==> src/shared/supply_monitor_pkg.sv <==
// Shared constants of the supply monitor block
package supply_monitor_pkg;
    // ============================================================
    // Register address and layout
    localparam logic [7:0] SUPPLY_MONITOR_CONTROL_ADDR = 8'hDF;
    localparam logic [7:0] SUPPLY_MONITOR_CONTROL_RESET = 8'hDC;
    localparam int CMP_STATE_BIT = 6;
    localparam int IRQ_FLAG_BIT = 5;
    localparam int THRESH_HI_BIT = 4;
    localparam int THRESH_LO_BIT = 2;
    localparam int FAULT_SRC_BIT = 1;
    localparam int ENABLE_BIT = 0;
    // ============================================================
    // Threshold codes
    localparam logic [2:0] THRESH_4V63 = 3'h0;
    localparam logic [2:0] THRESH_4V37 = 3'h1;
    localparam logic [2:0] THRESH_3V08 = 3'h2;
    localparam logic [2:0] THRESH_2V93 = 3'h3;
    localparam logic [2:0] THRESH_2V63 = 3'h4;
    // ============================================================
    // Timing
    localparam int CLK_FREQ_HZ = 100_000_000;
    localparam int HOLDOFF_MS = 256;
    localparam longint HOLDOFF_CYCLES_L = longint'(CLK_FREQ_HZ) / 1000 * HOLDOFF_MS;
    localparam logic [31:0] HOLDOFF_CYCLES = HOLDOFF_CYCLES_L[31:0];
    localparam int GLITCH_CYCLES = 4;
    localparam logic [2:0] GLITCH_LAST = 3'(GLITCH_CYCLES - 1);
endpackage : supply_monitor_pkg

==> src/shared/comp_filter_if.sv <==
// Carrier between a comparator filter and the monitor core
`timescale 1ns/1ps
interface comp_filter_if;
    logic raw;
    logic clean;
    modport filter (input raw, output clean);
    modport core (output raw, input clean);
endinterface : comp_filter_if

==> src/rtl/comp_glitch_filter.sv <==
// Synchroniser and glitch filter for one supply comparator
`timescale 1ns/1ps
module comp_glitch_filter
    import supply_monitor_pkg::*;
(
    input wire logic i_clk,
    input wire logic i_rst_n,
    comp_filter_if.filter port_if
);
    logic sync1_reg;
    logic sync2_reg;
    logic [2:0] stable_cnt_reg;
    logic clean_reg;

    // ============================================================
    // Two-stage synchroniser, idle state is supply good
    always_ff @(posedge i_clk or negedge i_rst_n)
    begin
        if (!i_rst_n)
        begin
            sync1_reg <= 1'b1;
            sync2_reg <= 1'b1;
        end
        else
        begin
            sync1_reg <= port_if.raw;
            sync2_reg <= sync1_reg;
        end
    end

    // ============================================================
    // Output follows only a level held for the whole filter time
    always_ff @(posedge i_clk or negedge i_rst_n)
    begin
        if (!i_rst_n)
        begin
            stable_cnt_reg <= 3'h0;
            clean_reg <= 1'b1;
        end
        else if (sync2_reg == clean_reg)
        begin
            stable_cnt_reg <= 3'h0;
        end
        else if (stable_cnt_reg == GLITCH_LAST)
        begin
            stable_cnt_reg <= 3'h0;
            clean_reg <= sync2_reg;
        end
        else
        begin
            stable_cnt_reg <= stable_cnt_reg + 3'h1;
        end
    end

    assign port_if.clean = clean_reg;
endmodule : comp_glitch_filter

==> src/rtl/supply_voltage_monitor.sv <==
// Control and status logic of the supply voltage monitor
`timescale 1ns/1ps
// What this block does
// - When enabled, flag low analog or digital supply
// - Three-bit field selects comparator trip level
// - Bit 6 read-only shows combined comparator state
// - Hardware sets flag bit 5 while compare low
// - Flag clears after 256 ms continuously high
// - Software clear ignored while any comparator low
// - Interrupt raised only when separately enabled
// - Bit 1 tells analog or digital fault
// - Brief comparator glitches are filtered out
module supply_voltage_monitor
    import supply_monitor_pkg::*;
#(
    parameter logic [31:0] HOLDOFF_COUNT = HOLDOFF_CYCLES
)
(
    input wire logic i_clk,
    input wire logic i_rst_n,
    input wire logic i_analog_ok,
    input wire logic i_digital_ok,
    input wire logic [7:0] i_sfr_addr,
    input wire logic i_sfr_wr,
    input wire logic [7:0] i_sfr_wdata,
    input wire logic i_irq_enable,
    output logic [7:0] o_sfr_rdata,
    output logic [2:0] o_threshold_sel,
    output logic o_monitor_enable,
    output logic o_irq
);
    comp_filter_if analog_if ();
    comp_filter_if digital_if ();

    logic monitor_enable_reg;
    logic [2:0] threshold_sel_reg;
    logic supply_fault_irq_flag_reg;
    logic fault_source_flag_reg;
    logic supply_compare_state_reg;
    logic [31:0] holdoff_cnt_reg;
    logic irq_reg;
    logic [7:0] rdata_reg;
    // Hold-off phases
    typedef enum logic [1:0] {PHASE_CLEAR, PHASE_LOW, PHASE_SETTLE} holdoff_phase_t;
    holdoff_phase_t phase_reg;
    holdoff_phase_t phase_next;
    logic [7:0] read_value;
    logic analog_low;
    logic digital_low;
    logic any_low;
    logic reg_write;
    logic holdoff_done;

    // ============================================================
    // Comparator filtering, one instance per supply
    assign analog_if.raw = i_analog_ok;
    assign digital_if.raw = i_digital_ok;

    comp_glitch_filter u_analog_filter (
        .i_clk(i_clk),
        .i_rst_n(i_rst_n),
        .port_if(analog_if.filter)
    );

    comp_glitch_filter u_digital_filter (
        .i_clk(i_clk),
        .i_rst_n(i_rst_n),
        .port_if(digital_if.filter)
    );

    // Faults only count while the monitor is enabled
    assign analog_low = monitor_enable_reg & ~analog_if.clean;
    assign digital_low = monitor_enable_reg & ~digital_if.clean;
    assign any_low = analog_low | digital_low;

    // Write decode and end of the hold-off count
    assign reg_write = i_sfr_wr && (i_sfr_addr == SUPPLY_MONITOR_CONTROL_ADDR);
    assign holdoff_done = (holdoff_cnt_reg == HOLDOFF_COUNT - 32'h1);

    // ============================================================
    // Software-owned fields: enable and trip point
    always_ff @(posedge i_clk or negedge i_rst_n)
    begin
        if (!i_rst_n)
        begin
            monitor_enable_reg <= SUPPLY_MONITOR_CONTROL_RESET[ENABLE_BIT];
            threshold_sel_reg <= SUPPLY_MONITOR_CONTROL_RESET[THRESH_HI_BIT:THRESH_LO_BIT];
        end
        else if (reg_write)
        begin
            monitor_enable_reg <= i_sfr_wdata[ENABLE_BIT];
            threshold_sel_reg <= i_sfr_wdata[THRESH_HI_BIT:THRESH_LO_BIT];
        end
    end

    // ============================================================
    // Combined comparator state, low when either supply is low while the monitor is enabled
    always_ff @(posedge i_clk or negedge i_rst_n)
    begin
        if (!i_rst_n)
            supply_compare_state_reg <= SUPPLY_MONITOR_CONTROL_RESET[CMP_STATE_BIT];
        else
            supply_compare_state_reg <= ~any_low;
    end

    // ============================================================
    // Hold-off phase: flag clear, supply low, or settling after return
    always_comb
    begin
        phase_next = phase_reg;
        case (phase_reg)
            PHASE_CLEAR:
            begin
                if (any_low)
                    phase_next = PHASE_LOW;
                else if (supply_fault_irq_flag_reg)
                    phase_next = PHASE_SETTLE;
            end
            PHASE_LOW:
            begin
                if (!any_low)
                    phase_next = PHASE_SETTLE;
            end
            PHASE_SETTLE:
            begin
                if (any_low)
                    phase_next = PHASE_LOW;
                else if (!supply_fault_irq_flag_reg || holdoff_done)
                    phase_next = PHASE_CLEAR;
            end
            default:
                phase_next = PHASE_CLEAR;
        endcase
    end

    // Phase register
    always_ff @(posedge i_clk or negedge i_rst_n)
    begin
        if (!i_rst_n)
            phase_reg <= PHASE_CLEAR;
        else
            phase_reg <= phase_next;
    end

    // ============================================================
    // Hold-off counter, runs only while settling with both supplies good and flag set
    always_ff @(posedge i_clk or negedge i_rst_n)
    begin
        if (!i_rst_n)
            holdoff_cnt_reg <= 32'h0;
        else if (phase_reg != PHASE_SETTLE || any_low || !supply_fault_irq_flag_reg || holdoff_done)
            holdoff_cnt_reg <= 32'h0;
        else
            holdoff_cnt_reg <= holdoff_cnt_reg + 32'h1;
    end

    // ============================================================
    // Interrupt flag: set wins over any clear
    always_ff @(posedge i_clk or negedge i_rst_n)
    begin
        if (!i_rst_n)
            supply_fault_irq_flag_reg <= SUPPLY_MONITOR_CONTROL_RESET[IRQ_FLAG_BIT];
        else if (any_low)
            supply_fault_irq_flag_reg <= 1'b1;
        else if (reg_write)
            supply_fault_irq_flag_reg <= i_sfr_wdata[IRQ_FLAG_BIT];
        else if (supply_fault_irq_flag_reg && holdoff_done)
            supply_fault_irq_flag_reg <= 1'b0;
    end

    // ============================================================
    // Fault source: analog takes precedence when both fail
    always_ff @(posedge i_clk or negedge i_rst_n)
    begin
        if (!i_rst_n)
            fault_source_flag_reg <= SUPPLY_MONITOR_CONTROL_RESET[FAULT_SRC_BIT];
        else if (analog_low)
            fault_source_flag_reg <= 1'b1;
        else if (digital_low)
            fault_source_flag_reg <= 1'b0;
    end

    // ============================================================
    // Interrupt request gated by the enable bit, which shares this clock and needs no synchroniser
    always_ff @(posedge i_clk or negedge i_rst_n)
    begin
        if (!i_rst_n)
            irq_reg <= 1'b0;
        else
            irq_reg <= supply_fault_irq_flag_reg & i_irq_enable;
    end

    // ============================================================
    // Read value assembled field by field, unused bit keeps its reset value
    always_comb
    begin
        read_value = SUPPLY_MONITOR_CONTROL_RESET;
        read_value[CMP_STATE_BIT] = supply_compare_state_reg;
        read_value[IRQ_FLAG_BIT] = supply_fault_irq_flag_reg;
        read_value[THRESH_HI_BIT:THRESH_LO_BIT] = threshold_sel_reg;
        read_value[FAULT_SRC_BIT] = fault_source_flag_reg;
        read_value[ENABLE_BIT] = monitor_enable_reg;
    end

    // ============================================================
    // Registered read data, so the value seen after reset never jumps
    always_ff @(posedge i_clk or negedge i_rst_n)
    begin
        if (!i_rst_n)
            rdata_reg <= SUPPLY_MONITOR_CONTROL_RESET;
        else
            rdata_reg <= read_value;
    end

    // Outputs straight from flip-flops
    assign o_sfr_rdata = rdata_reg;
    assign o_threshold_sel = threshold_sel_reg;
    assign o_monitor_enable = monitor_enable_reg;
    assign o_irq = irq_reg;
endmodule : supply_voltage_monitor

==> config.mk <==
export PLATFORM = sky130hd
export DESIGN_NAME = supply_voltage_monitor
export DESIGN_NICKNAME = d
export VERILOG_FILES = /design/src/shared/supply_monitor_pkg.sv /design/src/shared/comp_filter_if.sv /design/src/rtl/comp_glitch_filter.sv /design/src/rtl/supply_voltage_monitor.sv
export SDC_FILE = /design/constraint.sdc
export NUM_CORES = 1
export LEC_CHECK = 0
export BUFFER_PORTS_ARGS = -buffer_cell sky130_fd_sc_hd__buf_2
export CORE_UTILIZATION = 45
export CTS_CLUSTER_SIZE = 30
export DETAILED_ROUTE_END_ITERATION = 10
export MAX_ROUTING_LAYER = met4
export PLACE_DENSITY = 0.61
export SLEW_MARGIN = 20
export SYNTH_ARGS = -nofsm -noshare
export SYNTH_HDL_FRONTEND = slang
export SYNTH_SLANG_ARGS = --single-unit
==> constraint.sdc <==
create_clock -name i_clk -period 2.25 [get_ports i_clk]
set_input_delay 0.45 -clock i_clk [delete_from_list [all_inputs] [get_ports i_clk]]
set_output_delay 0.45 -clock i_clk [all_outputs]
set_load 0.02 [all_outputs]
Word-level counts from Yosys, hierarchy flattened
Cells that the tools add are included.
{ "word_totals": {"ff_bits": 61, "in_bits": 22, "output_inout_bits": 13} }
{ "classes": {"add_sub_neg": 3, "n_eq_ne": 12, "n_mux": 16, "bitwise_logic": 9, "reduce_logical": 13} }
{ "ops": {"columns": ["op", "n"], "rows": [
  ["adder 32 x 1 -> 32 bit, second input constant", 1],
  ["equality test 32 x 25 -> 1 bit, second input constant", 1],
  ["2-to-1 mux 32 bit", 1],
  ["2-to-1 mux 3 bit", 4],
  ["2-to-1 mux 2 bit", 5],
  ["equality test 8 bit, second input constant", 1],
  ["adder 3 x 1 -> 3 bit, second input constant", 2],
  ["equality test 3 x 2 -> 1 bit, second input constant", 2],
  ["inequality test 3 bit, second input constant", 2],
  ["case mux 2 bit (3 select lines)", 1],
  ["2-to-1 mux 1 bit", 5],
  ["inverter 1 bit", 5],
  ["logical OR 1 bit", 4],
  ["inequality test 2 bit, second input constant", 2],
  ["AND reduction 2 bit", 2],
  ["AND 1 bit", 3],
  ["AND reduction 3 bit", 1],
  ["nonzero test 3 bit", 1],
  ["equality test 1 bit", 2],
  ["equality test 2 x 1 -> 1 bit, second input constant", 1],
  ["equality test 2 bit, second input constant", 1],
  ["logical AND 1 bit", 2],
  ["logical NOT 2 bit", 1],
  ["nonzero test 2 bit", 1],
  ["other kinds (2)", 2]
]} }

Logic depth before layout (Yosys ltp)
Gate-level depths: netlist of the first run.
{ "depth": {"depth_word": 7, "mapped_depth": 7, "mapped_depth_nobuf": 6} }

By module
Synthesis of the first run repeated with hierarchy kept, for this count alone.
{ "hier_totals": {"hier_cells": 226, "area_unflattened_um2": 2626.3} }
{ "by_module_without_submodules": {"columns": ["mod", "n_inst", "cells_per_inst", "area_each_um2"], "rows": [
  ["supply_voltage_monitor", 1, 200, 2185.8],
  ["comp_glitch_filter", 2, 13, 220.2]
]} }

Worst setup path before layout of the first run
Ideal clock, no wire load.
{ "synth_timing": {"kind": "reg-to-reg", "from": "register holdoff_cnt_reg[27]", "to": "register holdoff_cnt_reg[27]", "setup_ns": 0.126, "t_arrival_ns": 1.671, "required_time_ns": 2.124, "setup_slack_ns": 0.453, "stages_incl_launch_ff": 7, "n_path_buf": 1, "cell_sequence": "dfrtp_1 > or4_1 > nor4_2 > a31o_1 > or2b_2 > buf_6 > a21oi_1"} }
{ "synth_between": {"elab_chain_cells": 3} }
{ "synth_rtl": {"columns": ["item", "line", "source"], "rows": [
  ["start, declared", "supply_voltage_monitor.sv:40", "logic [31:0] holdoff_cnt_reg;"],
  ["start signal, assigned", "supply_voltage_monitor.sv:154", "holdoff_cnt_reg <= holdoff_cnt_reg + 32'h1;"],
  ["branches (longest 2 deep; another with adder 32 x 1 -> 32 bit)", null, null],
  ["2-to-1 mux 32 bit *", "supply_voltage_monitor.sv:151", "else if (phase_reg != PHASE_SETTLE || any_low || !supply_fault_irq_flag_reg || holdoff_done)"]
]} }
Every way passes the cells marked *.
A chain may end at the register's enable or synchronous reset.

Final worst setup path of the first run
{ "layout_timing": {"from": "register holdoff_cnt_reg[27]", "to": "register holdoff_cnt_reg[26]"} }
{ "layout_between": {"elab_chain_cells": 3} }
{ "layout_rtl": {"columns": ["item", "line", "source"], "rows": [
  ["equality test 32 x 25 -> 1 bit", "supply_voltage_monitor.sv:78", "assign holdoff_done = (holdoff_cnt_reg == HOLDOFF_COUNT - 32'h1);"],
  ["logical OR 1 bit", "supply_voltage_monitor.sv:151", null],
  ["2-to-1 mux 32 bit", "supply_voltage_monitor.sv:151", null]
]} }
Every way passes these cells.

==> flow_metrics.env, run 1 <==
export IMPL_cts_tree="built"
export IMPL_synth_edff_count=0
export IMPL_track_usage_pct=18.7
export IMPL_yosysTopAreaCellShare_pct=45.1
export IMPL_diodes=0
export IMPL_pre_cts_ws_ps=275
export IMPL_drive_gt1_share_pct=26.7
export IMPL_htree_levels=3
export IMPL_syn_area_per_cell_sq_um=11.3
export IMPL_die_y_um=78.1
export IMPL_powerDensity_mw_per_mm2=886
export IMPL_netlist_area_sq_mm=0.00261
export IMPL_syn_to_final_growth_pct=19.5
export IMPL_drc=0
export IMPL_synth_xor_area_share_pct=9.40
export IMPL_drt_iter0_markers=104
export IMPL_cap_violations=0
export IMPL_antenna_found_initial=0
export IMPL_placed_cells=333
export IMPL_final_util_pct=56.3
export IMPL_core_sq_mm=0.00554
export IMPL_min_period_over_period_pct=87.9
export IMPL_async_reset_ff_share_pct=100
export IMPL_synthFlopType="dfrtp_1"
export IMPL_yosysWarningCount=0
export IMPL_die_area_sq_mm=0.00611
export IMPL_slew_viol_final=0
export IMPL_port_buffers=30
export IMPL_root_buffer="clkbuf_8"
export IMPL_p_leak_nw=1.33
export IMPL_worstPathRequired_ps=2470
export IMPL_gp_congestion=0.704
export IMPL_min_path_type="primary input to asynchronous set/reset pin"
export IMPL_cts_setup_buffers=0
export IMPL_synth_mux_area_share_pct=2.16
export IMPL_hold_viol=0
export IMPL_num_vias=1763
export IMPL_yosys_area_share_simple_pct=22.5
export IMPL_hpwl_mm=2.85
export IMPL_cp_end_kind="flip-flop"
export IMPL_synth_most_common_cell="dfrtp_1"
export IMPL_clk_latency_ps=340
export IMPL_setup_ws_ps=273
export IMPL_holdBufCountCts=0
export IMPL_synth_seq_cells=61
export IMPL_grt_max_degree=62
export IMPL_synth_compound_area_share_pct=2.83
export IMPL_vias_per_cell=5.05
export IMPL_critPathLaunchType="flip-flop"
export IMPL_grt_overflow=0
export IMPL_worstPathArrival_ps=2200
export IMPL_wl_mm=4.45
export IMPL_numCtsBuffers=9
export IMPL_yosysTopAreaCell="dfrtp_1"
export IMPL_cts_resized=0
export IMPL_num_rows=27
export IMPL_grt_pass1_wl_mm=8.34
export IMPL_synth_top_cells_by_area="dfrtp_1, dfstp_2, xor2_1"
export IMPL_io_pins=35
export IMPL_critPathMaxFanout=32
export IMPL_syn_nets=256
export IMPL_ys_seq_area_share_pct=59.2
export IMPL_power_mw=2.76
export IMPL_synthTopCellsByCount="dfrtp_1, nor2_1, xor2_1"
export IMPL_finalNetCount=297
export IMPL_rsz0062_at_grt="false"
export IMPL_initial_utilization_pct=47.1
export IMPL_syn_inst=231
export IMPL_die_w_um=78.1
export IMPL_synthAdderAreaFrac_pct=1.44
export IMPL_synth_top_family_by_area="simple AND/OR/NAND/NOR gates"
export IMPL_postRouteAntennaNets=0
export IMPL_fmax_mhz=506
export IMPL_hold_ws_ps=110
export IMPL_peakVddDrop_uv=513
export IMPL_place_area_sq_mm=0.00287
export IMPL_wl_per_cell_um=12.8
export IMPL_numClockSinks=61
export IMPL_clk_pin_slew_ps=70
export IMPL_final_cells=349
export IMPL_clockBufferDepth=2
export IMPL_design_area_sq_mm=0.00312
export IMPL_ys_types=32
export IMPL_setup_tns_ps=0
export IMPL_setup_viol=0
export IMPL_crit_type="flip-flop to flip-flop"
export IMPL_r2r_slack_ps=270
export IMPL_min_period_ps=1980
export IMPL_largest_reg_flops=32
export IMPL_drtPass1Iterations=4
export IMPL_status="complete, no violations"
export IMPL_grt_pass1_vias=1841
export IMPL_skew_ps=7.33
path summary, 6_finish.rpt:
kind                       depth (start not counted)                        from                                  to
setup / recovery                                   6         holdoff_cnt_reg[27]                 holdoff_cnt_reg[26]
hold / removal                                     2                     i_rst_n  u_digital_filter.stable_cnt_reg[0]
setup reg to reg                                   6         holdoff_cnt_reg[27]                 holdoff_cnt_reg[26]
hold reg to reg                                    0  u_digital_filter.sync1_reg          u_digital_filter.sync2_reg
max in group asynchronous                          2                     i_rst_n                      o_sfr_rdata[6]
min in group i_clk                                 1                 i_analog_ok           u_analog_filter.sync1_reg
report_power, final:
part / internal (mW) / switching, mW
clock network: 0.740 / 0.440
logic: 0.128 / 0.157
registers: 1.24 / 0.0594
cell families after synthesis:
group / Yosys count
AOI/OAI and AO/OA: 14
xor gates and xnor gates: 28
adders and majority gates: 3
buffers and inverters: 9
DFF: 61
muxes: 5
other: 1
and+or+nand+nor: 110
layer usage:
metal,up-vias,track usage (%),wire [um]
li1,873,-,-
met1,848,22.9,2120
met2,34,28.3,2070
met3,8,7.33,203
met4,0,6.11,56
met5,-,-,0
final cells by class:
| type | instances | area (sq um) |
|---|---|---|
| Clock buffer | 9 | 124 |
| Clock inverter | 7 | 124 |
| Fill cell | 511 | 2420 |
| Inverter | 3 | 11.3 |
| Multi-Input combinational cell | 161 | 1000 |
| Sequential cell | 61 | 1540 |
| Tap cell | 72 | 90.1 |
| Timing Repair Buffer | 36 | 220 |
placed cells by master, fill, tap and decap left out, types with 5 or more instances in the layout:
cell type  instances
a21oi_1            5
clkbuf_8           9
xnor2_1            7
dfstp_2           14
buf_2             30
nand2_1           14
dfrtp_1           47
xor2_1            21
o21ai_0            8
nor2_1            33
mux2_2             5
nand3_1           17
nand4_1           13
worst max-delay path, cell delays in order (launching register included):
cell     delay, ps
dfrtp_1        410
or4_1          540
nor4_2         330
a31o_1         200
or2b_2         120
buf_12         180
nor2_1          80
(Power assumes the default switching activity.)
==> inputs of run 2 (changes only) <==
--- a/config.mk
+++ b/config.mk
@@ -9,6 +9,7 @@
 export CORE_UTILIZATION = 45
 export CTS_CLUSTER_SIZE = 30
 export DETAILED_ROUTE_END_ITERATION = 10
+export HOLD_SLACK_MARGIN = 0.15
 export MAX_ROUTING_LAYER = met4
 export PLACE_DENSITY = 0.61
 export SLEW_MARGIN = 20
==> run 2 against run 1 <==
  * Flip-flop and latch count unchanged
  * Core utilization increased by 0.18 points
  * Die area unchanged
  * Routed wire length is 0.20% higher
  * Sequential share of layout area fell by 0.16 points
  * Clock power is essentially flat
  * Critical path type unchanged
==> flow_metrics.env, run 2 (synthesized netlist as in run 1, its figures left out) <==
export IMPL_syn_to_final_growth_pct=19.9
export IMPL_min_period_over_period_pct=88.0
export IMPL_gp_congestion=0.704
export IMPL_numClockSinks=61
export IMPL_vias_per_cell=5.04
export IMPL_holdBufCountCts=1
export IMPL_mostFrequentLayoutCell="dfrtp_1"
export IMPL_setup_ws_ps=270
export IMPL_hp_start="i_analog_ok"
export IMPL_postRouteAntennaNets=0
export IMPL_hold_viol=0
export IMPL_pre_cts_ws_ps=275
export IMPL_grt_max_degree=62
export IMPL_drive_gt1_share_pct=26.6
export IMPL_clk_pin_slew_ps=70
export IMPL_htree_levels=3
export IMPL_numCtsBuffers=9
export IMPL_multi_input_area_sq_mm=0.00100
export IMPL_cap_violations=0
export IMPL_wl_per_cell_um=12.7
export IMPL_clockBufferDepth=2
export IMPL_grt_pass1_wl_mm=8.34
export IMPL_peakVddDrop_uv=513
export IMPL_die_w_um=78.1
export IMPL_rsz0062_at_grt="false"
export IMPL_rr_startpoint="holdoff_cnt_reg[27]"
export IMPL_crit_type="flip-flop to flip-flop"
export IMPL_critPathMaxFanout=32
export IMPL_setup_tns_ps=0
export IMPL_grt_overflow=0
export IMPL_nFillCells=510
export IMPL_grt_pass1_vias=1841
export IMPL_p_leak_nw=1.34
export IMPL_io_pins=35
export IMPL_cts_resized=0
export IMPL_critPathLaunchType="flip-flop"
export IMPL_initial_utilization_pct=47.1
export IMPL_core_sq_mm=0.00554
export IMPL_slew_viol_final=0
export IMPL_r2r_slack_ps=270
export IMPL_cts_tree="built"
export IMPL_track_usage_pct=18.7
export IMPL_wl_mm=4.46
export IMPL_powerDensity_mw_per_mm2=884
export IMPL_min_path_type="primary input to flip-flop"
export IMPL_placed_cells=333
export IMPL_final_cells=350
export IMPL_drt_iter0_markers=100
export IMPL_fmax_mhz=505
export IMPL_hpwl_mm=2.85
export IMPL_skew_ps=6.33
export IMPL_worstPathRequired_ps=2470
export IMPL_worstHoldEndpoint="u_analog_filter.sync1_reg"
export IMPL_largest_reg_flops=32
export IMPL_min_period_ps=1980
export IMPL_num_rows=27
export IMPL_power_mw=2.77
export IMPL_r2r_end="holdoff_cnt_reg[26]"
export IMPL_port_buffers=30
export IMPL_die_area_sq_mm=0.00611
export IMPL_diodes=0
export IMPL_drtPass1Iterations=4
export IMPL_num_vias=1765
export IMPL_die_y_um=78.1
export IMPL_worstPathArrival_ps=2200
export IMPL_seq_area_sq_mm=0.00154
export IMPL_drc=0
export IMPL_antenna_found_initial=0
export IMPL_min_path_cells=1
export IMPL_cp_end_kind="flip-flop"
export IMPL_status="complete, no violations"
export IMPL_setup_viol=0
export IMPL_final_cell_mix="dfrtp_1, nor2_1, buf_2"
export IMPL_root_buffer="clkbuf_8"
export IMPL_cts_setup_buffers=0
export IMPL_reg2reg_depth=6
export IMPL_finalNetCount=298
export IMPL_clk_latency_ps=340
==> run 2: changes by cell type in the layout (fill, tap and decap cells not counted), sizes merged <==
cell | before | now
dlygate4sd3 | 0 | 1
==> run 2: layout make-up <==
cell class                      count  area share (%)
Clock buffer                        9            3.96
Clock inverter                      7            3.96
Inverter                            3           0.360
Multi-Input combinational cell    161            32.1
Sequential cell                    61            49.4
Tap cell                           72            2.88
Timing Repair Buffer               37            7.36
==> run 2: report_power, final <==
part           total, mW  internal [mW]  leakage [nW]  switching (mW)
Sequential          1.30           1.24         0.765          0.0594
Clock               1.18          0.740         0.120           0.441
Combinational      0.286          0.129         0.454           0.157
Total               2.77           2.11          1.34           0.658
==> run 2: critical path, stage by stage, from the launching register on <==
cell and delay, ps:
dfrtp_1 410, or4_1 540, nor4_2 330, a31o_1 200
or2b_2 120, buf_12 180, nor2_1 80
==> run 2: worst max path at each step <==
stage	cells after the start	start	end	slack, ps
finish	6	holdoff_cnt_reg[27]	holdoff_cnt_reg[26]	270
global route	6	holdoff_cnt_reg[27]	holdoff_cnt_reg[21]	190
CTS	6	holdoff_cnt_reg[27]	holdoff_cnt_reg[26]	250
detailed placement	6	holdoff_cnt_reg[27]	holdoff_cnt_reg[26]	280
global placement	6	holdoff_cnt_reg[27]	holdoff_cnt_reg[8]	290
floorplan	6	holdoff_cnt_reg[27]	holdoff_cnt_reg[27]	450
==> run 2: stage by stage <==
step                      util, %  instance area, sq um  hold slack (ps)
final                        56.5                  3130              202
after global routing         56.5                  3130              174
after CTS                    56.5                  3130              186
after detailed placement     51.8                  2870              347
after global placement       51.8                  2870              346
after floorplan                 -                  2610              154
==> run 2: routing by layer <==
metal | GRT usage (%) | up-vias | wire, um | share of wire [%]
met5 | - | - | 0 | 0
li1 | - | 875 | - | -
met1 | 22.9 | 846 | 2100 | 47
met3 | 7.33 | 8 | 218 | 4.9
met2 | 28.3 | 36 | 2090 | 47
met4 | 6.11 | 0 | 56 | 1.3
==> inputs of run 3 (changes only) <==
--- a/config.mk
+++ b/config.mk
@@ -15,4 +15,5 @@
 export SLEW_MARGIN = 20
 export SYNTH_ARGS = -nofsm -noshare
 export SYNTH_HDL_FRONTEND = slang
+export SYNTH_HIERARCHICAL = 1
 export SYNTH_SLANG_ARGS = --single-unit
==> run 3 against run 2 <==
  * Routed wire length grew 2.9%
  * Sequential share of layout area grew 0.66 points
  * Sequential power is essentially flat
  * Core utilization shrank 1.1 points
  * Clock-buffer cell count grew 6
  * Cell count shrank 1.1%
  * Critical path depth is the same
  * Global-route usage shrank 0.75 points
  * Die area grew 0.65%
  * Design area shrank 1.3%
  * Synthesized cell count shrank 2.2%
  * Critical endpoint is now holdoff_cnt_reg[22]
  * Largest cell class unchanged
==> flow_metrics.env, run 3 <==
export IMPL_r2r_end="holdoff_cnt_reg[22]"
export IMPL_wl_per_cell_um=13.3
export IMPL_yosysTopAreaCell="dfrtp_1"
export IMPL_gp_congestion=0.762
export IMPL_worstPathRequired_ps=2460
export IMPL_fmax_mhz=484
export IMPL_hpwl_mm=3.11
export IMPL_hp_start="i_analog_ok"
export IMPL_num_vias=1708
export IMPL_cts_tree="built"
export IMPL_vias_per_cell=4.94
export IMPL_min_period_ps=2070
export IMPL_async_reset_ff_share_pct=100
export IMPL_grt_util_met3_pct=7.79
export IMPL_synth_seq_cells=61
export IMPL_cp_end_kind="flip-flop"
export IMPL_slew_viol_final=0
export IMPL_grt_overflow=0
export IMPL_numCtsBuffers=9
export IMPL_synth_edff_count=0
export IMPL_place_area_sq_mm=0.00289
export IMPL_largest_reg_flops=32
export IMPL_ys_types=38
export IMPL_crit_top_cell="nand4_1"
export IMPL_worstHoldEndpoint="u_analog_filter/sync1_reg"
export IMPL_wl_mm=4.59
export IMPL_core_sq_mm=0.00557
export IMPL_postRouteAntennaNets=0
export IMPL_hold_viol=0
export IMPL_reg2reg_depth=6
export IMPL_drc=0
export IMPL_antenna_found_initial=0
export IMPL_syn_to_final_growth_pct=17.5
export IMPL_slowest_stage="or4b_2"
export IMPL_rsz0062_at_grt="false"
export IMPL_grt_max_degree=33
export IMPL_peakVddDrop_uv=606
export IMPL_initial_utilization_pct=47.1
export IMPL_cpPeakStageDelay_ps=690
export IMPL_power_mw=2.45
export IMPL_die_y_um=78.4
export IMPL_rr_startpoint="holdoff_cnt_reg[28]"
export IMPL_grt_pass1_wl_mm=7.89
export IMPL_yosysTopAreaCellShare_pct=44.8
export IMPL_r2r_slack_ps=180
export IMPL_setup_tns_ps=0
export IMPL_globalRouteMet2Util_pct=26.9
export IMPL_syn_area_per_cell_sq_um=11.6
export IMPL_timing_critical_path_cells="or4b_2 > nor4_2 > nand4_1 > nand4_1 > buf_12 > nor2_1"
export IMPL_tightest_slew_ps=501
export IMPL_min_period_over_period_pct=91.8
export IMPL_syn_inst=226
export IMPL_cap_violations=0
export IMPL_powerDensity_mw_per_mm2=793
export IMPL_critPathMaxFanout=32
export IMPL_drt_iter0_markers=56
export IMPL_die_area_sq_mm=0.00615
export IMPL_clk_pin_slew_ps=60
export IMPL_grt_pass1_vias=1690
export IMPL_synth_most_common_cell="dfrtp_1"
export IMPL_p_leak_nw=1.33
export IMPL_critPathLaunchType="flip-flop"
export IMPL_placed_cells=328
export IMPL_mostFrequentLayoutCell="dfrtp_1"
export IMPL_clockBufferDepth=2
export IMPL_synth_top_cells_by_area="dfrtp_1, dfstp_2, xor2_1"
export IMPL_final_util_pct=55.4
export IMPL_min_path_type="primary input to flip-flop"
export IMPL_port_buffers=30
export IMPL_ys_seq_area_share_pct=58.8
export IMPL_skew_ps=9.11
export IMPL_setup_viol=0
export IMPL_final_cells=346
export IMPL_status="complete, no violations"
export IMPL_root_buffer="clkbuf_8"
export IMPL_die_w_um=78.4
export IMPL_clk_latency_ps=330
export IMPL_netlist_area_sq_mm=0.00263
export IMPL_diodes=0
export IMPL_syn_nets=251
export IMPL_design_area_sq_mm=0.00309
export IMPL_htree_levels=3
export IMPL_track_usage_pct=17.9
export IMPL_drtPass1Iterations=6
export IMPL_yosysWarningCount=6
export IMPL_grtUsageMet1_pct=21.5
export IMPL_final_cell_mix="dfrtp_1, nor2_1, buf_2"
export IMPL_drive_gt1_share_pct=29.2
export IMPL_num_rows=27
export IMPL_grt_busiest_layer="met2"
export IMPL_synthTopCellsByCount="dfrtp_1, nor2_1, xor2_1"
export IMPL_io_pins=35
export IMPL_slew_headroom_pct=66.6
export IMPL_min_path_cells=1
export IMPL_numClockSinks=61
export IMPL_worstPathArrival_ps=2280
export IMPL_crit_type="flip-flop to flip-flop"
export IMPL_synthFlopType="dfrtp_1"
export IMPL_finalNetCount=294
-- run 3: cell types whose count changed after synthesis, moves of 2 or more --
cell      delta
a21oi_1      -2
and3_1       +3
buf_4        +3
buf_6        -3
nand3_1      -7
nand3b_1     -2
nor2b_1      -2
nor2b_4      +2
o21ai_0      -3
or3_1        -4
-- run 3: per-stage QoR --
step           worst slack (ps)  hold slack (ps)
3_5_place_dp               96.1              351
4_1_cts                    48.4              202
3_3_place_gp                108              346
5_1_grt                    74.9              196
6_report                    184              215
2_1_floorplan               338              154
-- run 3: how the worst max path moves through the flow --
stage	startpoint	slack, ps	depth (start not counted)	end
2_1_floorplan	holdoff_cnt_reg[28]	340	6	holdoff_cnt_reg[12]
6_report	holdoff_cnt_reg[28]	180	6	holdoff_cnt_reg[22]
3_3_place_gp	holdoff_cnt_reg[28]	110	6	holdoff_cnt_reg[20]
5_1_grt	holdoff_cnt_reg[28]	70	6	holdoff_cnt_reg[21]
4_1_cts	holdoff_cnt_reg[28]	50	6	holdoff_cnt_reg[22]
3_5_place_dp	holdoff_cnt_reg[28]	100	6	holdoff_cnt_reg[5]
-- run 3: layout make-up --
cell class,instances,area (sq um)
well taps,72,90.1
flip-flops and latches,61,1540
clock inverters,1,7.51
inverters,3,11.3
fillers,491,2490
repair buffers,39,233
multi-input cells,155,1030
clock buffers,15,166
-- run 3: cell families (layout without fill, tap and decap cells) --
logic type | count (synthesis) | after routing | synth area share [%]
multiplexers | 5 | 5 | 2.14
AND/OR/NAND/NOR | 105 | 105 | 23.0
flip-flops | 61 | 61 | 58.8
XOR/XNOR | 30 | 30 | 10.0
other | 1 | 1 | 0.143
buffers and inverters | 10 | 58 | 2.05
adder cells (fa/ha/maj) | 3 | 3 | 1.43
AO/OA/AOI/OAI | 11 | 11 | 2.43
-- run 3: report_power, final --
group          switching [mW]  internal, mW
registers              0.0630          1.24
clock network           0.391         0.462
logic                   0.161         0.131
total                   0.615          1.83
-- run 3: critical path, delay by kind of cell, from the launching register on --
| kind | cells | cell delay, ps |
|---|---|---|
| flip-flops | 1 | 420 |
| buffers and inverters | 1 | 200 |
| AND/OR/NAND/NOR | 5 | 1320 |
-- run 3: what timing repair did --
item / CTS / global route
hold endpoints to repair: 16 / 0
endpoints found under the setup margin: 0 / 29
hold buffers: 1 / 0
gates resized for setup: 0 / 1
buffers inserted: 0 / 1
-- run 3: metal layers --
metal / vias up / wire [um]
li1: 865 / -
met1: 815 / 2170
met2: 21 / 2190
met3: 7 / 154
met4: 0 / 71
met5: - / 0
